`src/include/rpc_pkg.sv`:
```
// Purpose: shared constants for the rtc domain power control block
// Assumes: 16-bit register port, word addresses as printed
// Notes: status and mask registers sit at locally chosen offsets
package rpc_pkg;
  localparam int unsigned ADDR_W = 16;
  localparam int unsigned DATA_W = 16;
  localparam logic [15:0] POWER_CONTROL_OFS = 16'h1930;
  localparam logic [15:0] EVENT_FLAGS_OFS = 16'h1920;
  localparam logic [15:0] EVENT_MASK_OFS = 16'h1922;
  localparam logic [15:0] WAKE_ENABLE_OFS = 16'h1924;
  localparam int unsigned CLK_OUT_EN_BIT = 0;
  localparam int unsigned REG_SHDN_BIT = 1;
  localparam int unsigned REF_SHDN_BIT = 2;
  localparam int unsigned WAKE_DIR_BIT = 3;
  localparam int unsigned WAKE_LEVEL_BIT = 4;
  localparam int unsigned PERIODIC_W = 5;
  localparam int unsigned EXT_FLAG_BIT = 5;
  localparam int unsigned ALARM_FLAG_BIT = 15;
  localparam logic [4:0] POWER_CONTROL_RST = 5'h10;
  localparam logic [15:0] FLAGS_MASK = 16'h803f;
  localparam logic [15:0] WAKE_ENABLE_RST = 16'h0000;
  localparam logic [15:0] EVENT_MASK_RST = 16'h0000;
  localparam int unsigned CLK_HZ = 250000000;
  localparam int unsigned SETTLE_MS = 100;
  localparam longint unsigned SETTLE_CYC = longint'(CLK_HZ) / 1000 * SETTLE_MS;
endpackage

```
`src/core/rpc_sticky_flag.sv`:
```
// Purpose: one sticky event flag, write one to clear
// Assumes: event and clear are single-clock pulses or levels
// Notes: a set in the clear cycle wins
`timescale 1ns/1ns
module rpc_sticky_flag (
  input wire logic sys_clk_i,
  input wire logic sys_rst_i,
  input wire logic set_i,
  input wire logic clr_i,
  output logic flag_o
);
  logic next_flag;

  always_comb begin
    next_flag = set_i | (flag_o & ~clr_i);
  end

  always_ff @(posedge sys_clk_i or posedge sys_rst_i) begin
    if (sys_rst_i) begin
      flag_o <= 1'b0;
    end else begin
      flag_o <= next_flag;
    end
  end
endmodule

```
`src/core/rpc_power_ctrl.sv`:
```
// Purpose: rtc domain power control register, wake pin and shutdown sequencing
// Assumes: register port strobes one cycle long, read data one cycle later
// Notes: analog enables are active-high power requests to the regulators
// Operation
// - output mode drives wake low when level zero
// - direction bit selects wake input or output
// - wake input high asserts; output open drain
// - reference shutdown powers off regulators, comparator, bandgap
// - reference shutdown ends only on enabled wake; pin high in input mode ends it regardless of wake_en
// - regulator shutdown keeps bandgap on, others off
// - regulator shutdown ends only on enabled wake or the reference shutdown bit; pin high in input mode ends it regardless of wake_en
// - alarm sets flag bit 15, write one clears
// - wake pin sets flag bit 5, write one clears
`timescale 1ns/1ns
module rpc_power_ctrl #(
  parameter int unsigned PERIODIC_N = rpc_pkg::PERIODIC_W
) (
  input wire logic sys_clk_i,
  input wire logic sys_rst_i,
  input wire logic [rpc_pkg::ADDR_W-1:0] addr_i,
  input wire logic [rpc_pkg::DATA_W-1:0] wdata_i,
  input wire logic wr_i,
  input wire logic rd_i,
  output logic [rpc_pkg::DATA_W-1:0] rdata_o,
  input wire logic wake_pin_i,
  output logic wake_pin_o,
  output logic wake_pin_oe_o,
  input wire logic rtc_clk_i,
  output logic rtc_clock_out_pin_o,
  input wire logic alarm_i,
  input wire logic [PERIODIC_N-1:0] periodic_i,
  output logic regulator_en_o,
  output logic reset_cmp_en_o,
  output logic bandgap_en_o,
  output logic irq_o
);
  import rpc_pkg::*;

  // the flag layout is fixed, so only the documented event count fits
  if (PERIODIC_N != PERIODIC_W) begin : g_bad_cfg
    $error("periodic event count must match the flag layout");
  end

  typedef enum logic [2:0] {
    RPC_RUN = 3'b001,
    RPC_REG_OFF = 3'b010,
    RPC_REF_OFF = 3'b100
  } rpc_state_e;

  rpc_state_e state, next_state;
  logic [4:0] ctrl, next_ctrl;
  logic [15:0] mask, next_mask;
  logic [15:0] wake_en, next_wake_en;
  logic [15:0] flags;
  logic [15:0] set_vec, clr_vec;
  logic [15:0] next_rdata;
  logic wake_prev;
  logic wake_rise, wake_event;
  logic next_pin_oe, next_reg_en, next_bg_en, next_irq;
  logic ctrl_wr, flag_wr, mask_wr, wen_wr;

  assign ctrl_wr = wr_i && addr_i == POWER_CONTROL_OFS;
  assign flag_wr = wr_i && addr_i == EVENT_FLAGS_OFS;
  assign mask_wr = wr_i && addr_i == EVENT_MASK_OFS;
  assign wen_wr = wr_i && addr_i == WAKE_ENABLE_OFS;

  // input mode only: our own low drive must not look like an event
  assign wake_rise = wake_pin_i & ~wake_prev & ~ctrl[WAKE_DIR_BIT];

  always_comb begin
    set_vec = 16'h0000;
    set_vec[ALARM_FLAG_BIT] = alarm_i;
    set_vec[EXT_FLAG_BIT] = wake_rise;
    set_vec[PERIODIC_W-1:0] = periodic_i;
    clr_vec = flag_wr ? (wdata_i & FLAGS_MASK) : 16'h0000;
  end

  genvar gi;
  generate
    for (gi = 0; gi < 16; gi++) begin : g_flag
      if (FLAGS_MASK[gi]) begin : g_used
        rpc_sticky_flag u_flag (
          .sys_clk_i(sys_clk_i),
          .sys_rst_i(sys_rst_i),
          .set_i(set_vec[gi]),
          .clr_i(clr_vec[gi]),
          .flag_o(flags[gi])
        );
      end else begin : g_zero
        assign flags[gi] = 1'b0;
      end
    end
  endgenerate

  // alarm and periodic wake only if enabled; pin high wakes in input mode
  assign wake_event = (wake_pin_i & ~ctrl[WAKE_DIR_BIT]) | (|(set_vec & wake_en));

  always_comb begin
    next_ctrl = ctrl;
    next_mask = mask;
    next_wake_en = wake_en;
    next_state = state;
    if (ctrl_wr) begin
      next_ctrl = wdata_i[4:0];
    end
    if (mask_wr) begin
      next_mask = wdata_i & FLAGS_MASK;
    end
    if (wen_wr) begin
      next_wake_en = wdata_i & FLAGS_MASK;
    end
    case (state)
      RPC_RUN: begin
        if (ctrl[REF_SHDN_BIT]) begin
          next_state = RPC_REF_OFF;
        end else if (ctrl[REG_SHDN_BIT]) begin
          next_state = RPC_REG_OFF;
        end
      end
      RPC_REG_OFF: begin
        if (ctrl[REF_SHDN_BIT]) begin
          next_state = RPC_REF_OFF;
        end else if (wake_event) begin
          next_state = RPC_RUN;
          next_ctrl[REG_SHDN_BIT] = 1'b0;
        end
      end
      RPC_REF_OFF: begin
        if (wake_event) begin
          next_state = RPC_RUN;
          next_ctrl[REF_SHDN_BIT] = 1'b0;
          next_ctrl[REG_SHDN_BIT] = 1'b0;
        end
      end
      default: next_state = RPC_RUN;
    endcase
    // is software's duty; shutdown is honoured regardless
    next_reg_en = (next_state == RPC_RUN);
    next_bg_en = (next_state != RPC_REF_OFF);
    next_pin_oe = next_ctrl[WAKE_DIR_BIT] & ~next_ctrl[WAKE_LEVEL_BIT];
    next_irq = |(flags & mask & ~clr_vec) | |(set_vec & next_mask);
  end

  always_comb begin
    next_rdata = 16'h0000;
    if (rd_i) begin
      case (addr_i)
        POWER_CONTROL_OFS: next_rdata = {11'h000, ctrl};
        EVENT_FLAGS_OFS: next_rdata = flags;
        EVENT_MASK_OFS: next_rdata = mask;
        WAKE_ENABLE_OFS: next_rdata = wake_en;
        default: next_rdata = 16'h0000;
      endcase
    end
  end

  always_ff @(posedge sys_clk_i or posedge sys_rst_i) begin
    if (sys_rst_i) begin
      state <= RPC_RUN;
      ctrl <= POWER_CONTROL_RST;
      mask <= EVENT_MASK_RST;
      wake_en <= WAKE_ENABLE_RST;
      wake_prev <= 1'b0;
      rdata_o <= 16'h0000;
      wake_pin_oe_o <= 1'b0;
      regulator_en_o <= 1'b1;
      reset_cmp_en_o <= 1'b1;
      bandgap_en_o <= 1'b1;
      irq_o <= 1'b0;
      rtc_clock_out_pin_o <= 1'b0;
      wake_pin_o <= 1'b0;
    end else begin
      // open drain: the value is always low, only the enable moves
      wake_pin_o <= 1'b0;
      state <= next_state;
      ctrl <= next_ctrl;
      mask <= next_mask;
      wake_en <= next_wake_en;
      wake_prev <= wake_pin_i;
      rdata_o <= next_rdata;
      wake_pin_oe_o <= next_pin_oe;
      regulator_en_o <= next_reg_en;
      reset_cmp_en_o <= next_reg_en;
      bandgap_en_o <= next_bg_en;
      irq_o <= next_irq;
      // clock sampled, not gated: keeps the pin glitch free
      rtc_clock_out_pin_o <= rtc_clk_i & ctrl[CLK_OUT_EN_BIT];
    end
  end

  // checks
  ref_off_a: assert property (@(posedge sys_clk_i) disable iff (sys_rst_i)
    state == RPC_REF_OFF |-> !bandgap_en_o && !regulator_en_o)
    else $error("reference shutdown left supplies on");
  reg_off_a: assert property (@(posedge sys_clk_i) disable iff (sys_rst_i)
    state == RPC_REG_OFF |-> bandgap_en_o && !reset_cmp_en_o)
    else $error("regulator shutdown state wrong");
  ref_hold_a: assert property (@(posedge sys_clk_i) disable iff (sys_rst_i)
    state == RPC_REF_OFF && !wake_event |=> state == RPC_REF_OFF)
    else $error("left reference shutdown without wake");
  reg_hold_a: assert property (@(posedge sys_clk_i) disable iff (sys_rst_i)
    state == RPC_REG_OFF && !wake_event && !ctrl[REF_SHDN_BIT] |=> state == RPC_REG_OFF)
    else $error("left regulator shutdown without wake");
  wake_drive_a: assert property (@(posedge sys_clk_i) disable iff (sys_rst_i)
    ctrl_wr ##1 !ctrl_wr |=> wake_pin_oe_o == ($past(ctrl[WAKE_DIR_BIT], 1) && !$past(ctrl[WAKE_LEVEL_BIT], 1)))
    else $error("wake pin drive disagrees with control");
  wake_dir_a: assert property (@(posedge sys_clk_i) disable iff (sys_rst_i)
    !ctrl[WAKE_DIR_BIT] && !ctrl_wr |=> !wake_pin_oe_o)
    else $error("wake pin driven in input mode");
  ext_flag_a: assert property (@(posedge sys_clk_i) disable iff (sys_rst_i)
    wake_rise |=> flags[EXT_FLAG_BIT])
    else $error("external event flag not set");
  alarm_flag_a: assert property (@(posedge sys_clk_i) disable iff (sys_rst_i)
    alarm_i |=> flags[ALARM_FLAG_BIT])
    else $error("alarm flag not set");
  rsvd_zero_a: assert property (@(posedge sys_clk_i) disable iff (sys_rst_i)
    rd_i && addr_i == POWER_CONTROL_OFS |=> rdata_o[15:5] == 11'h000)
    else $error("reserved bits not zero");
  clk_off_a: assert property (@(posedge sys_clk_i) disable iff (sys_rst_i)
    !ctrl[CLK_OUT_EN_BIT] |=> !rtc_clock_out_pin_o)
    else $error("clock out active while disabled");

  // wake pin drive
  wake_low_a: assert property (@(posedge sys_clk_i) disable iff (sys_rst_i)
    !wake_pin_o)
    else $error("wake pin value not low");
  oe_match_a: assert property (@(posedge sys_clk_i) disable iff (sys_rst_i)
    wake_pin_oe_o == (ctrl[WAKE_DIR_BIT] && !ctrl[WAKE_LEVEL_BIT]))
    else $error("wake enable disagrees with control");
  oe_input_a: assert property (@(posedge sys_clk_i) disable iff (sys_rst_i)
    !ctrl[WAKE_DIR_BIT] |-> !wake_pin_oe_o)
    else $error("wake pin driven as input");
  oe_release_a: assert property (@(posedge sys_clk_i) disable iff (sys_rst_i)
    ctrl[WAKE_LEVEL_BIT] |-> !wake_pin_oe_o)
    else $error("wake pin not released");

  // wake pin sensing
  no_rise_out_a: assert property (@(posedge sys_clk_i) disable iff (sys_rst_i)
    ctrl[WAKE_DIR_BIT] |-> !wake_rise)
    else $error("wake event seen in output mode");
  rise_edge_a: assert property (@(posedge sys_clk_i) disable iff (sys_rst_i)
    wake_rise |-> wake_pin_i && !wake_prev)
    else $error("wake event without rising pin");

  // supply enables
  cmp_follow_a: assert property (@(posedge sys_clk_i) disable iff (sys_rst_i)
    reset_cmp_en_o == regulator_en_o)
    else $error("comparator enable split from regulators");
  run_on_a: assert property (@(posedge sys_clk_i) disable iff (sys_rst_i)
    state == RPC_RUN |-> regulator_en_o && bandgap_en_o)
    else $error("supplies off while running");
  ref_enter_a: assert property (@(posedge sys_clk_i) disable iff (sys_rst_i)
    state == RPC_RUN && ctrl[REF_SHDN_BIT] |=> state == RPC_REF_OFF)
    else $error("reference shutdown not entered");
  reg_enter_a: assert property (@(posedge sys_clk_i) disable iff (sys_rst_i)
    state == RPC_RUN && ctrl[REG_SHDN_BIT] && !ctrl[REF_SHDN_BIT] |=> state == RPC_REG_OFF)
    else $error("regulator shutdown not entered");

  // wake from shutdown
  ref_wake_a: assert property (@(posedge sys_clk_i) disable iff (sys_rst_i)
    state == RPC_REF_OFF && wake_event |=> state == RPC_RUN && bandgap_en_o)
    else $error("no return from reference shutdown");
  reg_wake_a: assert property (@(posedge sys_clk_i) disable iff (sys_rst_i)
    state == RPC_REG_OFF && wake_event && !ctrl[REF_SHDN_BIT] |=> regulator_en_o)
    else $error("no return from regulator shutdown");
  ref_bits_a: assert property (@(posedge sys_clk_i) disable iff (sys_rst_i)
    state == RPC_REF_OFF && wake_event |=> !ctrl[REF_SHDN_BIT] && !ctrl[REG_SHDN_BIT])
    else $error("shutdown bits kept after wake");
  reg_bits_a: assert property (@(posedge sys_clk_i) disable iff (sys_rst_i)
    state == RPC_REG_OFF && wake_event && !ctrl[REF_SHDN_BIT] |=> !ctrl[REG_SHDN_BIT])
    else $error("regulator bit kept after wake");

  // clock out and register port
  clk_on_a: assert property (@(posedge sys_clk_i) disable iff (sys_rst_i)
    ctrl[CLK_OUT_EN_BIT] |=> rtc_clock_out_pin_o == $past(rtc_clk_i))
    else $error("clock out not following rtc clock");
  ctrl_write_a: assert property (@(posedge sys_clk_i) disable iff (sys_rst_i)
    ctrl_wr && state == RPC_RUN |=> ctrl == $past(wdata_i[4:0]))
    else $error("control write lost");
  ctrl_read_a: assert property (@(posedge sys_clk_i) disable iff (sys_rst_i)
    rd_i && addr_i == POWER_CONTROL_OFS |=> rdata_o[4:0] == $past(ctrl))
    else $error("control read wrong");

  // event flags: a set in the clear cycle wins
  alarm_clr_a: assert property (@(posedge sys_clk_i) disable iff (sys_rst_i)
    flag_wr && wdata_i[ALARM_FLAG_BIT] && !alarm_i |=> !flags[ALARM_FLAG_BIT])
    else $error("alarm flag not cleared");
  alarm_hold_a: assert property (@(posedge sys_clk_i) disable iff (sys_rst_i)
    flags[ALARM_FLAG_BIT] && !(flag_wr && wdata_i[ALARM_FLAG_BIT]) |=> flags[ALARM_FLAG_BIT])
    else $error("alarm flag dropped");
  ext_clr_a: assert property (@(posedge sys_clk_i) disable iff (sys_rst_i)
    flag_wr && wdata_i[EXT_FLAG_BIT] && !wake_rise |=> !flags[EXT_FLAG_BIT])
    else $error("external flag not cleared");
  ext_hold_a: assert property (@(posedge sys_clk_i) disable iff (sys_rst_i)
    flags[EXT_FLAG_BIT] && !(flag_wr && wdata_i[EXT_FLAG_BIT]) |=> flags[EXT_FLAG_BIT])
    else $error("external flag dropped");
  flag_rsvd_a: assert property (@(posedge sys_clk_i) disable iff (sys_rst_i)
    flags[14:6] == 9'h000)
    else $error("reserved flag bits set");
endmodule

```
`config.mk`:
```
export PLATFORM = sky130hd
export DESIGN_NAME = rpc_power_ctrl
export DESIGN_NICKNAME = d
export VERILOG_FILES = /design/src/include/rpc_pkg.sv /design/src/core/rpc_sticky_flag.sv /design/src/core/rpc_power_ctrl.sv
export SDC_FILE = /design/constraint.sdc
export NUM_CORES = 1
export LEC_CHECK = 0
export BUFFER_PORTS_ARGS = -buffer_cell sky130_fd_sc_hd__buf_4
export CAP_MARGIN = 20
export CORE_UTILIZATION = 45
export DETAILED_ROUTE_END_ITERATION = 8
export GPL_ROUTABILITY_DRIVEN = 0
export PLACE_DENSITY = 0.84
export SYNTH_ARGS = -nofsm -noshare
export SYNTH_HDL_FRONTEND = slang
export SYNTH_SLANG_ARGS = --single-unit
```
`constraint.sdc`:
```
create_clock -name sys_clk_i -period 1.48 [get_ports sys_clk_i]
set_input_delay 0.074 -clock sys_clk_i [delete_from_list [all_inputs] [get_ports sys_clk_i]]
set_output_delay 0.074 -clock sys_clk_i [all_outputs]
set_load 0.005 [all_outputs]
```
==> summary.md <==
The flow ran to the end, but the final reports show violations. The checks that failed: negative setup slack. The critical path is of the in2reg type.

Together, buffers and inverters on the worst path number 3. Setup repair after global routing could not meet its margin everywhere. Sequential elements use 48.53% of the synthesized area. The worst register-to-register path has a setup slack of -0.08 ns. Summing all placed instances gives a cell area of 2674 um^2. The total routing resource utilization after global routing is 22.12%, and the boundary pin count is 67. The library cells used most frequently in the layout, excluding fill and tap cells, are buf_4 (66), dfrtp_1 (38), mux2_2 (17). After detailed routing, the number of vias per cell comes to 6.043.

The initialized floorplan defines 24 standard-cell rows. The tools report the count of routing violations after the opening detailed-route iteration as 194. The tools report the HPWL reported at the end of detailed placement as 3.926 mm.

The slowest stage cell on the critical path was or4_4. The worst hold path belongs to the class in2reg. Yosys printed 0 warnings.

The count of mapped cells out of synthesis is 198, and the arrival time of data at the critical path endpoint is 1.85 ns. The first global-routing pass estimated 8.549 mm of wire. The area overhead of the layout relative to synthesis is 35.25%. The worst path in the final design needs a cycle of 1.668 ns, including I/O delays and setup. Summing over every cut layer, the via total after detailed routing is 1,988. The die area is 5117 um^2.

Clock skew on the completed layout was measured at 0.005892 ns. Of the available clock period, the critical path in the final layout requires 112.7%. Setup violations remaining at the end of the flow were counted as 23. For this configuration, the core starts out at a cell density of 48.31%. For the clock latency on the worst-skew pair, the log shows 0.29 ns.

The number of different library cells used by synthesis comes to 45. The tools report the total inserted antenna cells as 0. The library cell used most frequently in the layout, excluding fill and tap cells, is buf_4.

In the routed design, unresolved DRC markers number 0. The number of buffers inserted during clock tree synthesis is 5. Initial antenna violation count: 0.

The most common flop cell mapped by yosys was dfrtp_1. The mean instance size in the synthesized netlist was 10.99 um^2; the maximum fanout count along the critical path was 5. The tools report the kind of launch point of the worst setup path as a primary input.

TritonCTS built the clock tree. In this design, the stage delay of the slowest critical-path cell is 0.55 ns. The clock passes through at most 2 buffers. The post-route netlist has 42.24% of its cells at a drive strength greater than 1. The post-layout worst setup margin is -0.1880 ns, and the number of synthesized flops with an enable pin is 0. Of all flip-flops after synthesis, the portion carrying an async set or reset was 100.0%. The tools report the endpoint type of the worst setup path as a register. The layout has 345 filler cells. The final layout contains 320 nets. The library cell used as clock root buffer is clkbuf_8. Via count of the first global-routing pass: 1,823. The worst ir drop on vdd was 480.7 uV.

The kind of cell with the highest combined delay along the critical path is simple AND/OR/NAND/NOR gates. Summed over all layers, the global routing overflow is 0. For the pin with the worst max-slew slack, the measured transition is 0.5005 ns. Required time of the worst setup path: 1.66 ns. The signal on the critical path passes through buf_6, or4_4, nor4_4, buf_4, nand3_2, buf_4, mux2_2.

The post-route antenna net violation count is 0. For the number of max-cap violations, the log shows 0. The cell occurring most often along the worst timing path is buf_4. In this run the tightest slew margin relative to its limit is 66.64%. Measured along the x axis, the die boundary spans 71.54 um. The core region is 4504 um^2.

The overall die height is 71.54 um. The logs give 2 for the number of levels the H-tree was split into and -3.371 ns for the total negative setup slack. The leakage power figure is 0.001362 uW.

The run gives 0 as the count of final hold-check violations. The first-pass detailed-route iteration total came out at 5. The post-layout instance area is 2943 um^2. The mean routed wirelength per cell is 16.75 um.

The areal power density over the cells works out to 705.5 nW/um^2. For the total design power, the log shows 2076 uW. The final layout contains routed wiring with a total length of 5.512 mm. Clock-pin slew was measured on the worst setup and hold paths at 0.08 ns.

The synthesized design contains 42 register bits. The synthesized netlist occupies a cell area of 2176 um^2. Max-slew violation count: 0. The number of placed instances, taps included, is 308. Entering global routing, the biggest net connects 43 pins.

The number of cells in the finished layout apart from fillers is 329. The clock drives 42 sinks. During placement, the flow inserted port buffers numbering 47.

The tools report the achievable clock frequency as 599.5 MHz.
[synth_stat cells, types with 4 or more instances]
cell type,instances,area share [%]
nand2_1,11,1.9
nor2_1,8,1.4
nor2b_1,4,1.1
dfrtp_1,38,44
nand4_1,4,1.1
a22oi_1,13,4.5
nand3_1,9,2.1
a41oi_1,6,2.4
mux2_2,17,8.8
buf_4,13,4.5
and2_1,4,1.1
inv_1,5,0.86
dfstp_2,4,4.8
a21oi_1,8,1.8
a222oi_1,5,2.3
a21o_1,8,2.8
[through the flow]
stage / hold slack (ns) / utilization [%] / setup WS, ns
finish: 0.006480 / 65.33 / -0.1880
floorplan: 0.1054 / - / -0.2640
detailed placement: 0.2146 / 59.36 / -0.5008
global route: 0.007256 / 65.33 / -0.2580
CTS: 0.003801 / 64.28 / -0.1425
global placement: 0.2114 / 59.36 / -0.4400
[area by class of cell]
cell class	instances	area (um^2)	area share, %
clock inverters	2	13.76	0.4677
flip-flops and latches	42	1056	35.88
clock buffers	6	72.57	2.466
multi-input cells	141	1069	36.31
inverters	5	18.77	0.6378
repair buffers	81	648.1	22.02
well taps	52	65.06	2.211
[metal layers]
metal  up-vias  global-route usage, %  routed length, um
met5         -                      0                  0
met4         0                  10.68                128
met3        13                  3.797                373
met2       100                  35.87               2743
met1       989                  29.01               2267
li1        886                      -                  -
[final timing paths]
check | start | endpoint | cells after the start
worst max-delay path | addr_i[7] | mask[2] | 7
worst min-delay path | periodic_i[2] | g_flag[2].g_used.u_flag.flag_o | 2
worst max register to register | wake_en[4] | state[0] | 5
worst min register to register | g_flag[4].g_used.u_flag.flag_o | g_flag[4].g_used.u_flag.flag_o | 1
max in group asynchronous | sys_rst_i | ctrl[4] | 4
min in group asynchronous | sys_rst_i | state[2] | 4
[state kept, by name, indices dropped and copies added (netlist names)]
register                     cells
bandgap_en_o                     1
wake_en                          7
rtc_clock_out_pin_o              1
wake_pin_oe_o                    1
g_flag.g_used.u_flag.flag_o      7
reset_cmp_en_o                   1
irq_o                            1
rdata_o                          7
state                            3
mask                             7
wake_prev                        1
ctrl                             5
[worst register-to-register path, delay by kind of cell (launching register included)]
kind,cells,cell delay (ns)
compound gates,5,1.09
flops,1,0.40
[cells by family (layout without fill, tap and decap cells)]
| kind of cell | count (synthesis) | after routing | synth area share [%] |
|---|---|---|---|
| AO/OA/AOI/OAI | 54 | 54 | 18.92 |
| buffers and inverters | 24 | 94 | 6.785 |
| flip-flops | 42 | 42 | 48.53 |
| multiplexers | 20 | 20 | 10.18 |
| other | 1 | 10 | 0.1723 |
| AND/OR/NAND/NOR | 57 | 57 | 15.41 |
[power breakdown]
part	total, uW	switching, uW	internal (uW)
logic	198	98.9	99.4
clock network	728	395	333
registers	1150	0.828	1150
[repair_timing]
| item | in CTS | in global routing |
|---|---|---|
| pin swaps | 8 | 10 |
| gates cloned | 1 | 0 |
| hold buffers | 8 | 0 |
| hold endpoints to repair | 45 | 0 |
| resized for setup | 8 | 8 |
| setup buffers | 2 | 2 |
| setup endpoints to repair | 30 | 26 |
(Power assumes the default switching activity.)
